`src/acs_map.svh`:
```
// Register indices, field positions, reset values and sizes of the selector
`ifndef ACS_MAP_SVH
`define ACS_MAP_SVH

// Register indices; byte address is four times the index
`define ACS_IDX_DLL 8'h52
`define ACS_IDX_SRC 8'h53
`define ACS_IDX_PHS 8'h64
`define ACS_IDX_STAT 8'h70
`define ACS_IDX_AUX 8'h71

// Field positions
`define ACS_B_EN_DLL 7
`define ACS_B_EN_DUTY 6
`define ACS_B_EN_OCLK 5
`define ACS_B_DLL_RST 4
`define ACS_B_SRC 0
`define ACS_B_OUTCLK_PHASE_DELAY_ENABLE 7
`define ACS_B_DECIM 0
`define ACS_F_PH_MSB 2
`define ACS_F_PH_LSB 0

// Reset values; the loop starts held in reset
`define ACS_RST_DLL 8'h10
`define ACS_RST_SRC 8'h00
`define ACS_RST_PHS 8'h00
`define ACS_RST_AUX 8'h00

// Sizes
`define ACS_DUTY_CW 8
`define ACS_DLY_TAPS 8

`endif

```
`src/acs_pkg.sv`:
```
// Types shared by the clock selector modules
package acs_pkg;
	typedef logic [31:0] acs_word_t;
	typedef logic [7:0]  acs_reg_t;
	typedef logic [2:0]  acs_phase_t;
	typedef logic [9:0]  acs_addr_t;
	// Gray order along the usual path: external, corrected, PLL
	typedef enum logic [1:0]
	{
		ACS_SRC_EXT  = 2'h0,
		ACS_SRC_DUTY = 2'h1,
		ACS_SRC_PLL  = 2'h3
	} acs_src_t;
	typedef enum logic [1:0]
	{
		ACS_OUT_BUF = 2'h0,
		ACS_OUT_DLY = 2'h1
	} acs_oclk_t;
endpackage

```
`src/acs_links.sv`:
```
// Interfaces between the selector and its clock mux and duty corrector
interface acs_mux_if;
	logic [3:0] src;
	logic [1:0] want;
	logic [1:0] cur;
	logic       out;
	modport ctl (output src, output want, input cur, input out);
	modport mux (input src, input want, output cur, output out);
endinterface

interface acs_duty_if;
	logic in_clk;
	logic en;
	logic out_clk;
	modport ctl (output in_clk, output en, input out_clk);
	modport fix (input in_clk, input en, output out_clk);
endinterface

```
`src/acs_clk_mux.sv`:
```
// Runt-free selector between four sampled clock sources
module acs_clk_mux
(
	// Clock and reset
	input wire logic clk_i,
	input wire logic rst_i,
	// Sources and selection
	acs_mux_if.mux   m
);
	logic [1:0] cur_r;
	logic       out_r;

	// Swap only while old and new sources and the output are all low
	always_ff @(posedge clk_i)
	begin
		if (rst_i)
			cur_r <= 2'h0;
		else if (m.want != cur_r && !out_r && !m.src[cur_r]
			&& !m.src[m.want])
			cur_r <= m.want;
	end

	always_ff @(posedge clk_i)
	begin
		if (rst_i)
			out_r <= 1'b0;
		else
			out_r <= m.src[cur_r];
	end

	assign m.cur = cur_r;
	assign m.out = out_r;

	chk_mux_no_runt: assert property (
		@(posedge clk_i) disable iff (rst_i)
		$changed(cur_r) |-> !out_r ##1 out_r == $past(m.src[cur_r]))
		else $error("clock mux switched on a high level");
endmodule

```
`src/acs_duty_fix.sv`:
```
// Falling-edge duty corrector for the sampled external clock
`include "acs_map.svh"

module acs_duty_fix
#(
	parameter int CW = `ACS_DUTY_CW
)
(
	// Clock and reset
	input wire logic clk_i,
	input wire logic rst_i,
	// Clock in and out
	acs_duty_if.fix  d
);
	logic          prev_r;
	logic          out_r;
	logic [CW-1:0] cnt_r;
	logic [CW-1:0] half_r;
	logic          rise;

	assign rise = d.in_clk && !prev_r;

	always_ff @(posedge clk_i)
	begin
		if (rst_i || !d.en)
		begin
			prev_r <= 1'b0;
			cnt_r  <= '0;
			half_r <= '0;
		end
		else
		begin
			prev_r <= d.in_clk;
			if (rise)
			begin
				cnt_r  <= {{(CW-1){1'b0}}, 1'b1};
				half_r <= cnt_r >> 1;
			end
			else if (cnt_r != {CW{1'b1}})
				cnt_r <= cnt_r + 1'b1;
		end
	end

	// Rising edge passes as is; falling edge moves to half a period
	always_ff @(posedge clk_i)
	begin
		if (rst_i)
			out_r <= 1'b0;
		else if (!d.en || rise)
			out_r <= d.in_clk;
		else if (half_r != '0 && cnt_r >= half_r)
			out_r <= 1'b0;
		else if (half_r == '0 && !d.in_clk)
			out_r <= 1'b0;
	end

	assign d.out_clk = out_r;

	chk_duty_rise_kept: assert property (
		@(posedge clk_i) disable iff (rst_i)
		(d.en && rise) |=> out_r)
		else $error("corrected clock lost its rising edge");
endmodule

```
`src/acs_clock_select.sv`:
```
// Sampling and output data clock selection with register access
//
// The Wishbone register port is this design's own decision.
`include "acs_map.svh"

module acs_clock_select
#(
	parameter int TAPS = `ACS_DLY_TAPS
)
(
	// Clock and reset
	input  wire logic        clk_i,
	input  wire logic        rst_i,
	// Wishbone slave
	input  wire logic        wb_cyc_i,
	input  wire logic        wb_stb_i,
	input  wire logic        wb_we_i,
	input  acs_pkg::acs_addr_t wb_adr_i,
	input  wire logic [3:0]  wb_sel_i,
	input  acs_pkg::acs_word_t wb_dat_i,
	output acs_pkg::acs_word_t wb_dat_o,
	output logic             wb_ack_o,
	// Clock pins, sampled
	input  wire logic        ext_clk_i,
	input  wire logic        pll_clk_i,
	// Clocks and state out
	output logic             sample_clk_o,
	output logic             output_data_clock_o,
	output logic             pll_ref_o,
	output logic             dll_run_o
);
	import acs_pkg::*;

	acs_mux_if  smp_if ();
	acs_mux_if  oclk_if ();
	acs_duty_if duty_if ();

	acs_reg_t   dll_r;
	acs_reg_t   src_r;
	acs_reg_t   phs_r;
	acs_reg_t   aux_r;
	logic       ext_m_r;
	logic       ext_s_r;
	logic       pll_m_r;
	logic       pll_s_r;
	logic       smp_prev_r;
	logic       dec_clk_r;
	logic [TAPS-1:0] dly_r;
	logic       wr_go;
	logic       dll_active;
	logic       duty_en;
	logic       decim;
	logic       use_dly;
	logic       dly_in;
	logic       delayed;
	acs_phase_t phase;
	acs_src_t   smp_want;
	acs_oclk_t  oclk_want;

	// Register index match on a word-aligned byte address
	function automatic logic hit(input acs_addr_t a, input acs_reg_t idx);
		hit = (a[9:2] == idx) && (a[1:0] == 2'h0);
	endfunction

	function automatic acs_reg_t rd_val(input acs_addr_t a);
		acs_reg_t v;
		v = 8'h00;
		if (hit(a, `ACS_IDX_DLL))
			v = dll_r;
		else if (hit(a, `ACS_IDX_SRC))
			v = src_r;
		else if (hit(a, `ACS_IDX_PHS))
			v = phs_r;
		else if (hit(a, `ACS_IDX_AUX))
			v = aux_r;
		else if (hit(a, `ACS_IDX_STAT))
			v = {3'h0, duty_en, oclk_if.cur[0], smp_if.cur, dll_active};
		rd_val = v;
	endfunction

	// Bus: ack one cycle after the request, writes land on the ack edge
	assign wr_go = wb_cyc_i && wb_stb_i && wb_we_i && wb_ack_o
		&& wb_sel_i[0];

	always_ff @(posedge clk_i)
	begin
		if (rst_i)
			wb_ack_o <= 1'b0;
		else
			wb_ack_o <= wb_cyc_i && wb_stb_i && !wb_ack_o;
	end

	always_ff @(posedge clk_i)
	begin
		if (rst_i)
			wb_dat_o <= 32'h0000_0000;
		else if (wb_cyc_i && wb_stb_i && !wb_ack_o)
			wb_dat_o <= {24'h00_0000, rd_val(wb_adr_i)};
	end

	// Unmapped writes are acknowledged and dropped
	always_ff @(posedge clk_i)
	begin
		if (rst_i)
		begin
			dll_r <= `ACS_RST_DLL;
			src_r <= `ACS_RST_SRC;
			phs_r <= `ACS_RST_PHS;
			aux_r <= `ACS_RST_AUX;
		end
		else if (wr_go)
		begin
			if (hit(wb_adr_i, `ACS_IDX_DLL))
				dll_r <= wb_dat_i[7:0];
			if (hit(wb_adr_i, `ACS_IDX_SRC))
				src_r <= {7'h00, wb_dat_i[`ACS_B_SRC]};
			if (hit(wb_adr_i, `ACS_IDX_PHS))
				phs_r <= wb_dat_i[7:0];
			if (hit(wb_adr_i, `ACS_IDX_AUX))
				aux_r <= {7'h00, wb_dat_i[`ACS_B_DECIM]};
		end
	end

	// Clock pins come from outside this domain
	always_ff @(posedge clk_i)
	begin
		if (rst_i)
		begin
			ext_m_r <= 1'b0;
			ext_s_r <= 1'b0;
			pll_m_r <= 1'b0;
			pll_s_r <= 1'b0;
		end
		else
		begin
			ext_m_r <= ext_clk_i;
			ext_s_r <= ext_m_r;
			pll_m_r <= pll_clk_i;
			pll_s_r <= pll_m_r;
		end
	end

	// Loop runs only when enabled, out of reset and fed by the pin
	assign dll_active = dll_r[`ACS_B_EN_DLL] && !dll_r[`ACS_B_DLL_RST]
		&& !src_r[`ACS_B_SRC];
	assign duty_en = dll_active && dll_r[`ACS_B_EN_DUTY];
	assign decim = aux_r[`ACS_B_DECIM];

	always_comb
	begin
		if (src_r[`ACS_B_SRC])
			smp_want = ACS_SRC_PLL;
		else if (duty_en)
			smp_want = ACS_SRC_DUTY;
		else
			smp_want = ACS_SRC_EXT;
	end

	assign duty_if.in_clk = ext_s_r;
	assign duty_if.en = duty_en;

	acs_duty_fix #(.CW(`ACS_DUTY_CW)) u_duty
	(
		.clk_i (clk_i),
		.rst_i (rst_i),
		.d     (duty_if)
	);

	assign smp_if.src = {pll_s_r, 1'b0, duty_if.out_clk, ext_s_r};
	assign smp_if.want = smp_want;

	acs_clk_mux u_smp_mux
	(
		.clk_i (clk_i),
		.rst_i (rst_i),
		.m     (smp_if)
	);

	// Decimated output clock: divide the sampling clock by two
	always_ff @(posedge clk_i)
	begin
		if (rst_i)
		begin
			smp_prev_r <= 1'b0;
			dec_clk_r  <= 1'b0;
		end
		else
		begin
			smp_prev_r <= smp_if.out;
			if (smp_if.out && !smp_prev_r)
				dec_clk_r <= !dec_clk_r;
		end
	end

	// Phase delay: tap of a delay line, one clk_i step per code
	always_comb
	begin
		if (!phs_r[`ACS_B_OUTCLK_PHASE_DELAY_ENABLE])
			phase = 3'h0;
		else if (decim)
			phase = phs_r[`ACS_F_PH_MSB:`ACS_F_PH_LSB];
		else
			phase = dll_r[`ACS_F_PH_MSB:`ACS_F_PH_LSB];
	end

	assign dly_in = decim ? dec_clk_r : smp_if.out;

	always_ff @(posedge clk_i)
	begin
		if (rst_i)
			dly_r <= '0;
		else
			dly_r <= {dly_r[TAPS-2:0], dly_in};
	end

	assign delayed = (phase == 3'h0) ? dly_in : dly_r[phase - 3'h1];

	// Buffered pin clock unless decimation, PLL or loop output is in use
	assign use_dly = decim || src_r[`ACS_B_SRC]
		|| (dll_active && dll_r[`ACS_B_EN_OCLK]);
	assign oclk_want = use_dly ? ACS_OUT_DLY : ACS_OUT_BUF;
	assign oclk_if.src = {2'b00, delayed, ext_s_r};
	assign oclk_if.want = oclk_want;

	acs_clk_mux u_oclk_mux
	(
		.clk_i (clk_i),
		.rst_i (rst_i),
		.m     (oclk_if)
	);

	always_ff @(posedge clk_i)
	begin
		if (rst_i)
		begin
			sample_clk_o        <= 1'b0;
			output_data_clock_o <= 1'b0;
			pll_ref_o           <= 1'b0;
			dll_run_o           <= 1'b0;
		end
		else
		begin
			sample_clk_o        <= smp_if.out;
			output_data_clock_o <= oclk_if.out;
			pll_ref_o <= src_r[`ACS_B_SRC] && ext_s_r;
			dll_run_o <= dll_active;
		end
	end

	chk_reset_ext_default: assert property (
		@(posedge clk_i)
		$fell(rst_i) |-> smp_want == ACS_SRC_EXT && !dll_run_o
			&& oclk_want == ACS_OUT_BUF)
		else $error("selector not on external clock after reset");

	chk_loop_enable: assert property (
		@(posedge clk_i) disable iff (rst_i)
		(dll_r[`ACS_B_EN_DLL] && !dll_r[`ACS_B_DLL_RST]
			&& !src_r[`ACS_B_SRC]) |=> dll_run_o)
		else $error("enabled loop not running");

	chk_loop_reset_holds: assert property (
		@(posedge clk_i) disable iff (rst_i)
		dll_r[`ACS_B_DLL_RST] [*2] |-> !dll_run_o)
		else $error("loop runs while held in reset");

	chk_duty_needs_loop: assert property (
		@(posedge clk_i) disable iff (rst_i)
		smp_if.cur == ACS_SRC_DUTY |-> $past(dll_active)
			|| $past(smp_if.cur) == ACS_SRC_DUTY)
		else $error("corrected clock chosen without the loop");

	chk_pll_reference: assert property (
		@(posedge clk_i) disable iff (rst_i)
		src_r[`ACS_B_SRC] |-> smp_want == ACS_SRC_PLL
			##1 pll_ref_o == $past(ext_s_r))
		else $error("PLL reference or selection wrong");

	chk_phase_gate: assert property (
		@(posedge clk_i) disable iff (rst_i)
		(!phs_r[`ACS_B_OUTCLK_PHASE_DELAY_ENABLE] && oclk_if.cur == ACS_OUT_DLY)
			|-> ##1 oclk_if.out == $past(dly_in))
		else $error("delay applied with phase delay disabled");

	chk_decim_phase: assert property (
		@(posedge clk_i) disable iff (rst_i)
		(decim && phs_r[`ACS_B_OUTCLK_PHASE_DELAY_ENABLE])
			|-> phase == phs_r[`ACS_F_PH_MSB:`ACS_F_PH_LSB])
		else $error("decimation phase field not used");

	chk_loop_phase: assert property (
		@(posedge clk_i) disable iff (rst_i)
		(!decim && phs_r[`ACS_B_OUTCLK_PHASE_DELAY_ENABLE])
			|-> phase == dll_r[`ACS_F_PH_MSB:`ACS_F_PH_LSB])
		else $error("loop phase field not used");

	chk_default_out_buf: assert property (
		@(posedge clk_i) disable iff (rst_i)
		(!use_dly && oclk_if.cur == ACS_OUT_BUF) [*2]
			|-> output_data_clock_o == $past(ext_s_r, 2))
		else $error("default output clock not from input buffer");

	chk_wb_write_lands: assert property (
		@(posedge clk_i) disable iff (rst_i)
		(wr_go && hit(wb_adr_i, `ACS_IDX_DLL))
			|=> dll_r == $past(wb_dat_i[7:0]))
		else $error("loop control write lost");

	chk_wb_ack_pulse: assert property (
		@(posedge clk_i) disable iff (rst_i)
		wb_ack_o |=> !wb_ack_o)
		else $error("ack held longer than one cycle");

	chk_ref_idle_ext: assert property (
		@(posedge clk_i) disable iff (rst_i)
		!src_r[`ACS_B_SRC] |=> !pll_ref_o)
		else $error("PLL reference driven on the external path");

	chk_sample_ext_path: assert property (
		@(posedge clk_i) disable iff (rst_i)
		(smp_if.cur == ACS_SRC_EXT) [*2]
			|-> sample_clk_o == $past(ext_s_r, 2))
		else $error("sampling clock not from the external pin");

	chk_decim_toggle: assert property (
		@(posedge clk_i) disable iff (rst_i)
		$changed(dec_clk_r) |-> $past(smp_if.out && !smp_prev_r))
		else $error("decimated clock moved off a sampling edge");
endmodule

```
`config.mk`:
```
export PLATFORM = sky130hd
export DESIGN_NAME = acs_clock_select
export DESIGN_NICKNAME = d
export VERILOG_FILES = /design/src/acs_pkg.sv /design/src/acs_links.sv /design/src/acs_clk_mux.sv /design/src/acs_duty_fix.sv /design/src/acs_clock_select.sv
export VERILOG_INCLUDE_DIRS = /design/src /design/src/src
export SDC_FILE = /design/constraint.sdc
export NUM_CORES = 1
export LEC_CHECK = 0
export BUFFER_PORTS_ARGS = -buffer_cell sky130_fd_sc_hd__buf_2
export CAP_MARGIN = 15
export CORE_ASPECT_RATIO = 1.1
export CORE_MARGIN = 5
export CORE_UTILIZATION = 35
export DETAILED_ROUTE_END_ITERATION = 7
export PLACE_DENSITY_LB_ADDON = 0.1
export SLEW_MARGIN = 15
export SYNTH_ARGS = -nofsm -noshare
export SYNTH_HDL_FRONTEND = slang
export SYNTH_SLANG_ARGS = --single-unit
export TNS_END_PERCENT = 50
```
`constraint.sdc`:
```
create_clock -name clk_i -period 2.7 [get_ports clk_i]
set_clock_uncertainty 0.05 [all_clocks]
set_input_delay 0.135 -clock clk_i [delete_from_list [all_inputs] [get_ports clk_i]]
set_output_delay 0.135 -clock clk_i [all_outputs]
set_load 0.03 [all_outputs]
```
==> Flow_metrics.wiki <==
{| class="wikitable"
! Metric !! Value
|-
| Final-report max-slew violation count || 0
|-
| Average detailed-routed wire length per instance || 13.7 µm
|-
| Post-synthesis adder-cell area fraction || 0.0355
|-
| MaxCap Viol Count || 0
|-
| Fill cells || 936
|-
| Xor/xnor share of the synthesized area || 0.00552
|-
| Pin count of the biggest net entering global routing || 48
|-
| Crit Path Class || register to register
|-
| FF-to-FF Start || aux_r[0]
|-
| Post-detailed-routing wire length || 6.97 mm
|-
| Number of antenna violations at the first check in global routing || 0
|-
| Highest fanout seen on the critical path || 5
|-
| Sequential cell area || 0.00132 mm²
|-
| Fraction of layout cells with a size suffix above 1 || 0.190
|-
| Worst Path Arrival || 2.57 ns
|-
| Clock insertion delay at the later pin of the skew report || 0.34 ns
|-
| Gr ovfl total || 0
|-
| Vias post-DR || 2,405
|-
| Simple logic cell fraction of the synthesized area || 0.226
|-
| Initial core utilization || 0.357
|-
| First element of the critical path || aux_r[0]
|-
| Total setup violations reported at the end of the flow || 0
|-
| Shortest clock period the worst path allows after layout || 2.37 ns
|-
| Syn-to-layout area delta || 14.5%
|-
| Post-route fraction of the period consumed by the critical path || 0.877
|-
| Leak Pwr || 1.36 nW
|-
| Worst hold path stage count || 3
|-
| Final total negative setup slack || 0 ns
|-
| IO Pins || 90
|-
| DRC violations left || 0
|-
| Cell count after placement || 486
|-
| Compound-Gate Fraction of Synth Area || 0.130
|-
| Max_slew headroom || 0.492
|-
| Crit path cell chain || mux2_4, nand2_1, ha_1, mux4_1, o21ai_1, a41oi_1, a311oi_2
|-
| Number of buffers on the longest clock path || 2
|-
| Number of cell instances on the worst register-to-register path || 7
|-
| Sink count of the clock tree || 66
|-
| Startpoint types || register
|-
| Upper clock frequency limit || 0.422 GHz
|-
| Final antenna-violating net count || 0
|-
| Root buf cell || sky130_fd_sc_hd__clkbuf_8
|-
| Area taken by multi-input logic gates || 0.00166 mm²
|-
| Delay of the slowest cell on the worst path || 0.55 ns
|-
| Total core area || 0.00887 mm²
|-
| Routability-driven placement congestion ratio || 0.752
|-
| Gr usage total || 0.135
|-
| CTS tree || yes
|-
| Share of synthesized area spent on multiplexers || 0.0978
|-
| Number of instances in the synthesized netlist || 344
|-
| Die Outline Area || 0.0111 mm²
|-
| CTS hold repair buffers || 8
|-
| Combinational family with the most area after synthesis || simple AND/OR/NAND/NOR gates
|-
| Die extent in y || 110 µm
|-
| Register clock-pin slew on the reported worst setup and hold paths || 0.07 ns
|-
| Count of port buffers added during placement || 38
|-
| Kind of end point of the critical path || register
|-
| Antenna cells || 0
|-
| Peak VDD IR || 320 µV
|-
| Number of gates resized after cts || 0
|-
| Number of flops mapped to enable cells by yosys || 0
|-
| Path class of the lowest-slack min-delay path || input port to register
|-
| Post-detail-place hpwl || 5.20 mm
|-
| Detail-routed via count per cell || 4.73
|-
| Die Width || 101 µm
|-
| Number of violations reported at the end of detailed-routing iteration 0 || 64
|-
| Wire length of the first global-routing pass || 11.5 mm
|-
| Slowest-stage cell, CP || sky130_fd_sc_hd__mux4_1
|-
| Unrepaired setup endpoints after global routing || no
|-
| Run status || complete, no violations
|-
| Post-synthesis register bit count || 66
|-
| Final instance count without filler cells || 508
|-
| Part of the Yosys area used for sequential elements || 0.417
|-
| Fraction of the core area covered by cells at the end of the flow || 0.409
|-
| Worst Hold Launch || wb_dat_i[3]
|-
| Number of distinct library cells after synthesis || 64
|-
| Setup fix buffers added after clock tree synthesis || 0
|-
| Post-synthesis average cell area || 9.22 µm²
|-
| CTS H-Tree Depth || 3
|-
| Final net count || 453
|-
| Final count of hold timing violations || 0
|-
| Inserted Clock Buffers || 9
|-
| Total of warnings raised by yosys || 0
|-
| Post-synth ARST share || 0
|-
| Placement Rows || 36
|-
| Total power per unit cell area || 529 mW/mm²
|-
| Critical Path RT || 2.90 ns
|-
| Slew at the pin closest to its max-slew limit || 0.756 ns
|-
| Leading register cell type out of synthesis || sky130_fd_sc_hd__dfxtp_1
|-
| Mapped Area || 0.00317 mm²
|-
| Vias in the first global route || 2,309
|-
| Drt first pass iters || 4
|}
-- cells in the final DEF (no fill, tap or decap), drive strengths merged, types with 2 or more instances in the layout --
| cell | Yosys | final |
|---|---|---|
| dfxtp | 66 | 66 |
| nor2 | 43 | 43 |
| buf | 30 | 41 |
| nand2 | 30 | 30 |
| conb | 1 | 24 |
| mux2i | 22 | 22 |
| a21oi | 19 | 19 |
| nor2b | 17 | 17 |
| nand3 | 11 | 11 |
| inv | 11 | 11 |
| clkbuf | 6 | 10 |
| ha | 9 | 9 |
| o21ai | 9 | 9 |
| dlygate4sd3 | 0 | 8 |
| nor3 | 8 | 8 |
| a211oi | 7 | 7 |
| a22oi | 6 | 6 |
| a311oi | 5 | 5 |
| nand2b | 3 | 3 |
| a21o | 3 | 3 |
| clkinv | 0 | 3 |
| mux2 | 3 | 3 |
| and2 | 3 | 3 |
| and3 | 3 | 3 |
| or3b | 2 | 2 |
| or3 | 2 | 2 |
| nor3b | 2 | 2 |
| nor4 | 2 | 2 |
| o211ai | 2 | 2 |
| mux4 | 2 | 2 |
| or2 | 2 | 2 |
-- critical path, delay by kind of cell (launching register included) --
kind,cells,cell delay [ns]
flip-flops,1,0.48
multiplexers,2,0.79
AND/OR/NAND/NOR,1,0.10
AO/OA/AOI/OAI,3,0.51
adder cells (fa/ha/maj),1,0.35
-- power breakdown --
part	switching, mW	internal (mW)
combinational	0.113	0.0484
sequential	0.0103	0.989
clock	0.349	0.411
-- cell families (layout without fill, tap and decap cells) --
kind of cell	after synthesis	count (layout)
xor+xnor	2	2
other cells	1	24
simple gates	134	134
flops	66	66
mux	27	27
compound gates	58	58
buf+inv	47	74
fa+ha+maj	9	9
-- synth_stat cells, types with 3 or more instances --
master                      n  area [µm²]
sky130_fd_sc_hd__nor2_1    41         154
sky130_fd_sc_hd__buf_4     24         180
sky130_fd_sc_hd__nand3_1   11        55.1
sky130_fd_sc_hd__dfxtp_1   66        1320
sky130_fd_sc_hd__clkbuf_1   6        22.5
sky130_fd_sc_hd__a311oi_1   4        35.0
sky130_fd_sc_hd__nand2_1   30         113
sky130_fd_sc_hd__a21o_1     3        22.5
sky130_fd_sc_hd__a21oi_1   19        95.1
sky130_fd_sc_hd__nor3_1     6        30.0
sky130_fd_sc_hd__a211oi_1   5        37.5
sky130_fd_sc_hd__ha_1       9         113
sky130_fd_sc_hd__a22oi_1    6        45.0
sky130_fd_sc_hd__inv_1     10        37.5
sky130_fd_sc_hd__mux2i_1   22         220
sky130_fd_sc_hd__nand2b_1   3        18.8
sky130_fd_sc_hd__nor2b_1   16         100
sky130_fd_sc_hd__buf_1      3        11.3
sky130_fd_sc_hd__o21ai_0    6        30.0
-- registers in the layout (all words and copies together) (netlist names) --
signal / flops
dly_r: 8
u_duty.prev_r: 1
u_smp_mux.m.cur: 2
phs_r: 8
dec_clk_r: 1
u_oclk_mux.m.cur: 1
duty_if.in_clk: 1
u_duty.cnt_r: 8
dll_run_o: 1
u_oclk_mux.m.out: 1
output_data_clock_o: 1
u_duty.d.out_clk: 1
u_duty.half_r: 7
pll_s_r: 1
wb_dat_o: 8
aux_r: 1
wb_ack_o: 1
ext_m_r: 1
pll_ref_o: 1
pll_m_r: 1
sample_clk_o: 1
src_r: 1
dll_r: 8
u_smp_mux.m.out: 1
-- metal layers --
metal  vias up  part of all wire  global-route usage
met1      1111              0.45               0.162
met3        11             0.036              0.0451
met2        34              0.49               0.223
met5         -                 0                   0
met4         0             0.019              0.0491
li1       1249                 -                   -
-- per-stage QoR --
step	total power, mW	worst slack (ns)	hold WS [ns]	area, µm²
after floorplan	1.16	0.518	0.213	3260
after global placement	1.17	0.339	0.296	3380
after detailed placement	1.17	0.334	0.303	3380
after CTS	1.96	0.315	0.00172	3630
after global routing	2.02	0.209	0.0284	3630
final	1.92	0.331	0.00966	3630
-- final timing paths --
check                   endpoint  slack (ns)
max          u_oclk_mux.m.cur[0]        0.33
min reg2reg              pll_s_r        0.38
max reg2reg  u_oclk_mux.m.cur[0]        0.33
min                     phs_r[3]        0.01
-- cell type report --
class,count,share of cell area
Clock buffer,10,0.0351
Clock inverter,4,0.0124
Inverter,11,0.0114
Multi-Input combinational cell,254,0.457
Sequential cell,66,0.364
Tap cell,114,0.0393
Timing Repair Buffer,49,0.0806
No activity file was read; power rests on OpenSTA's default activity.
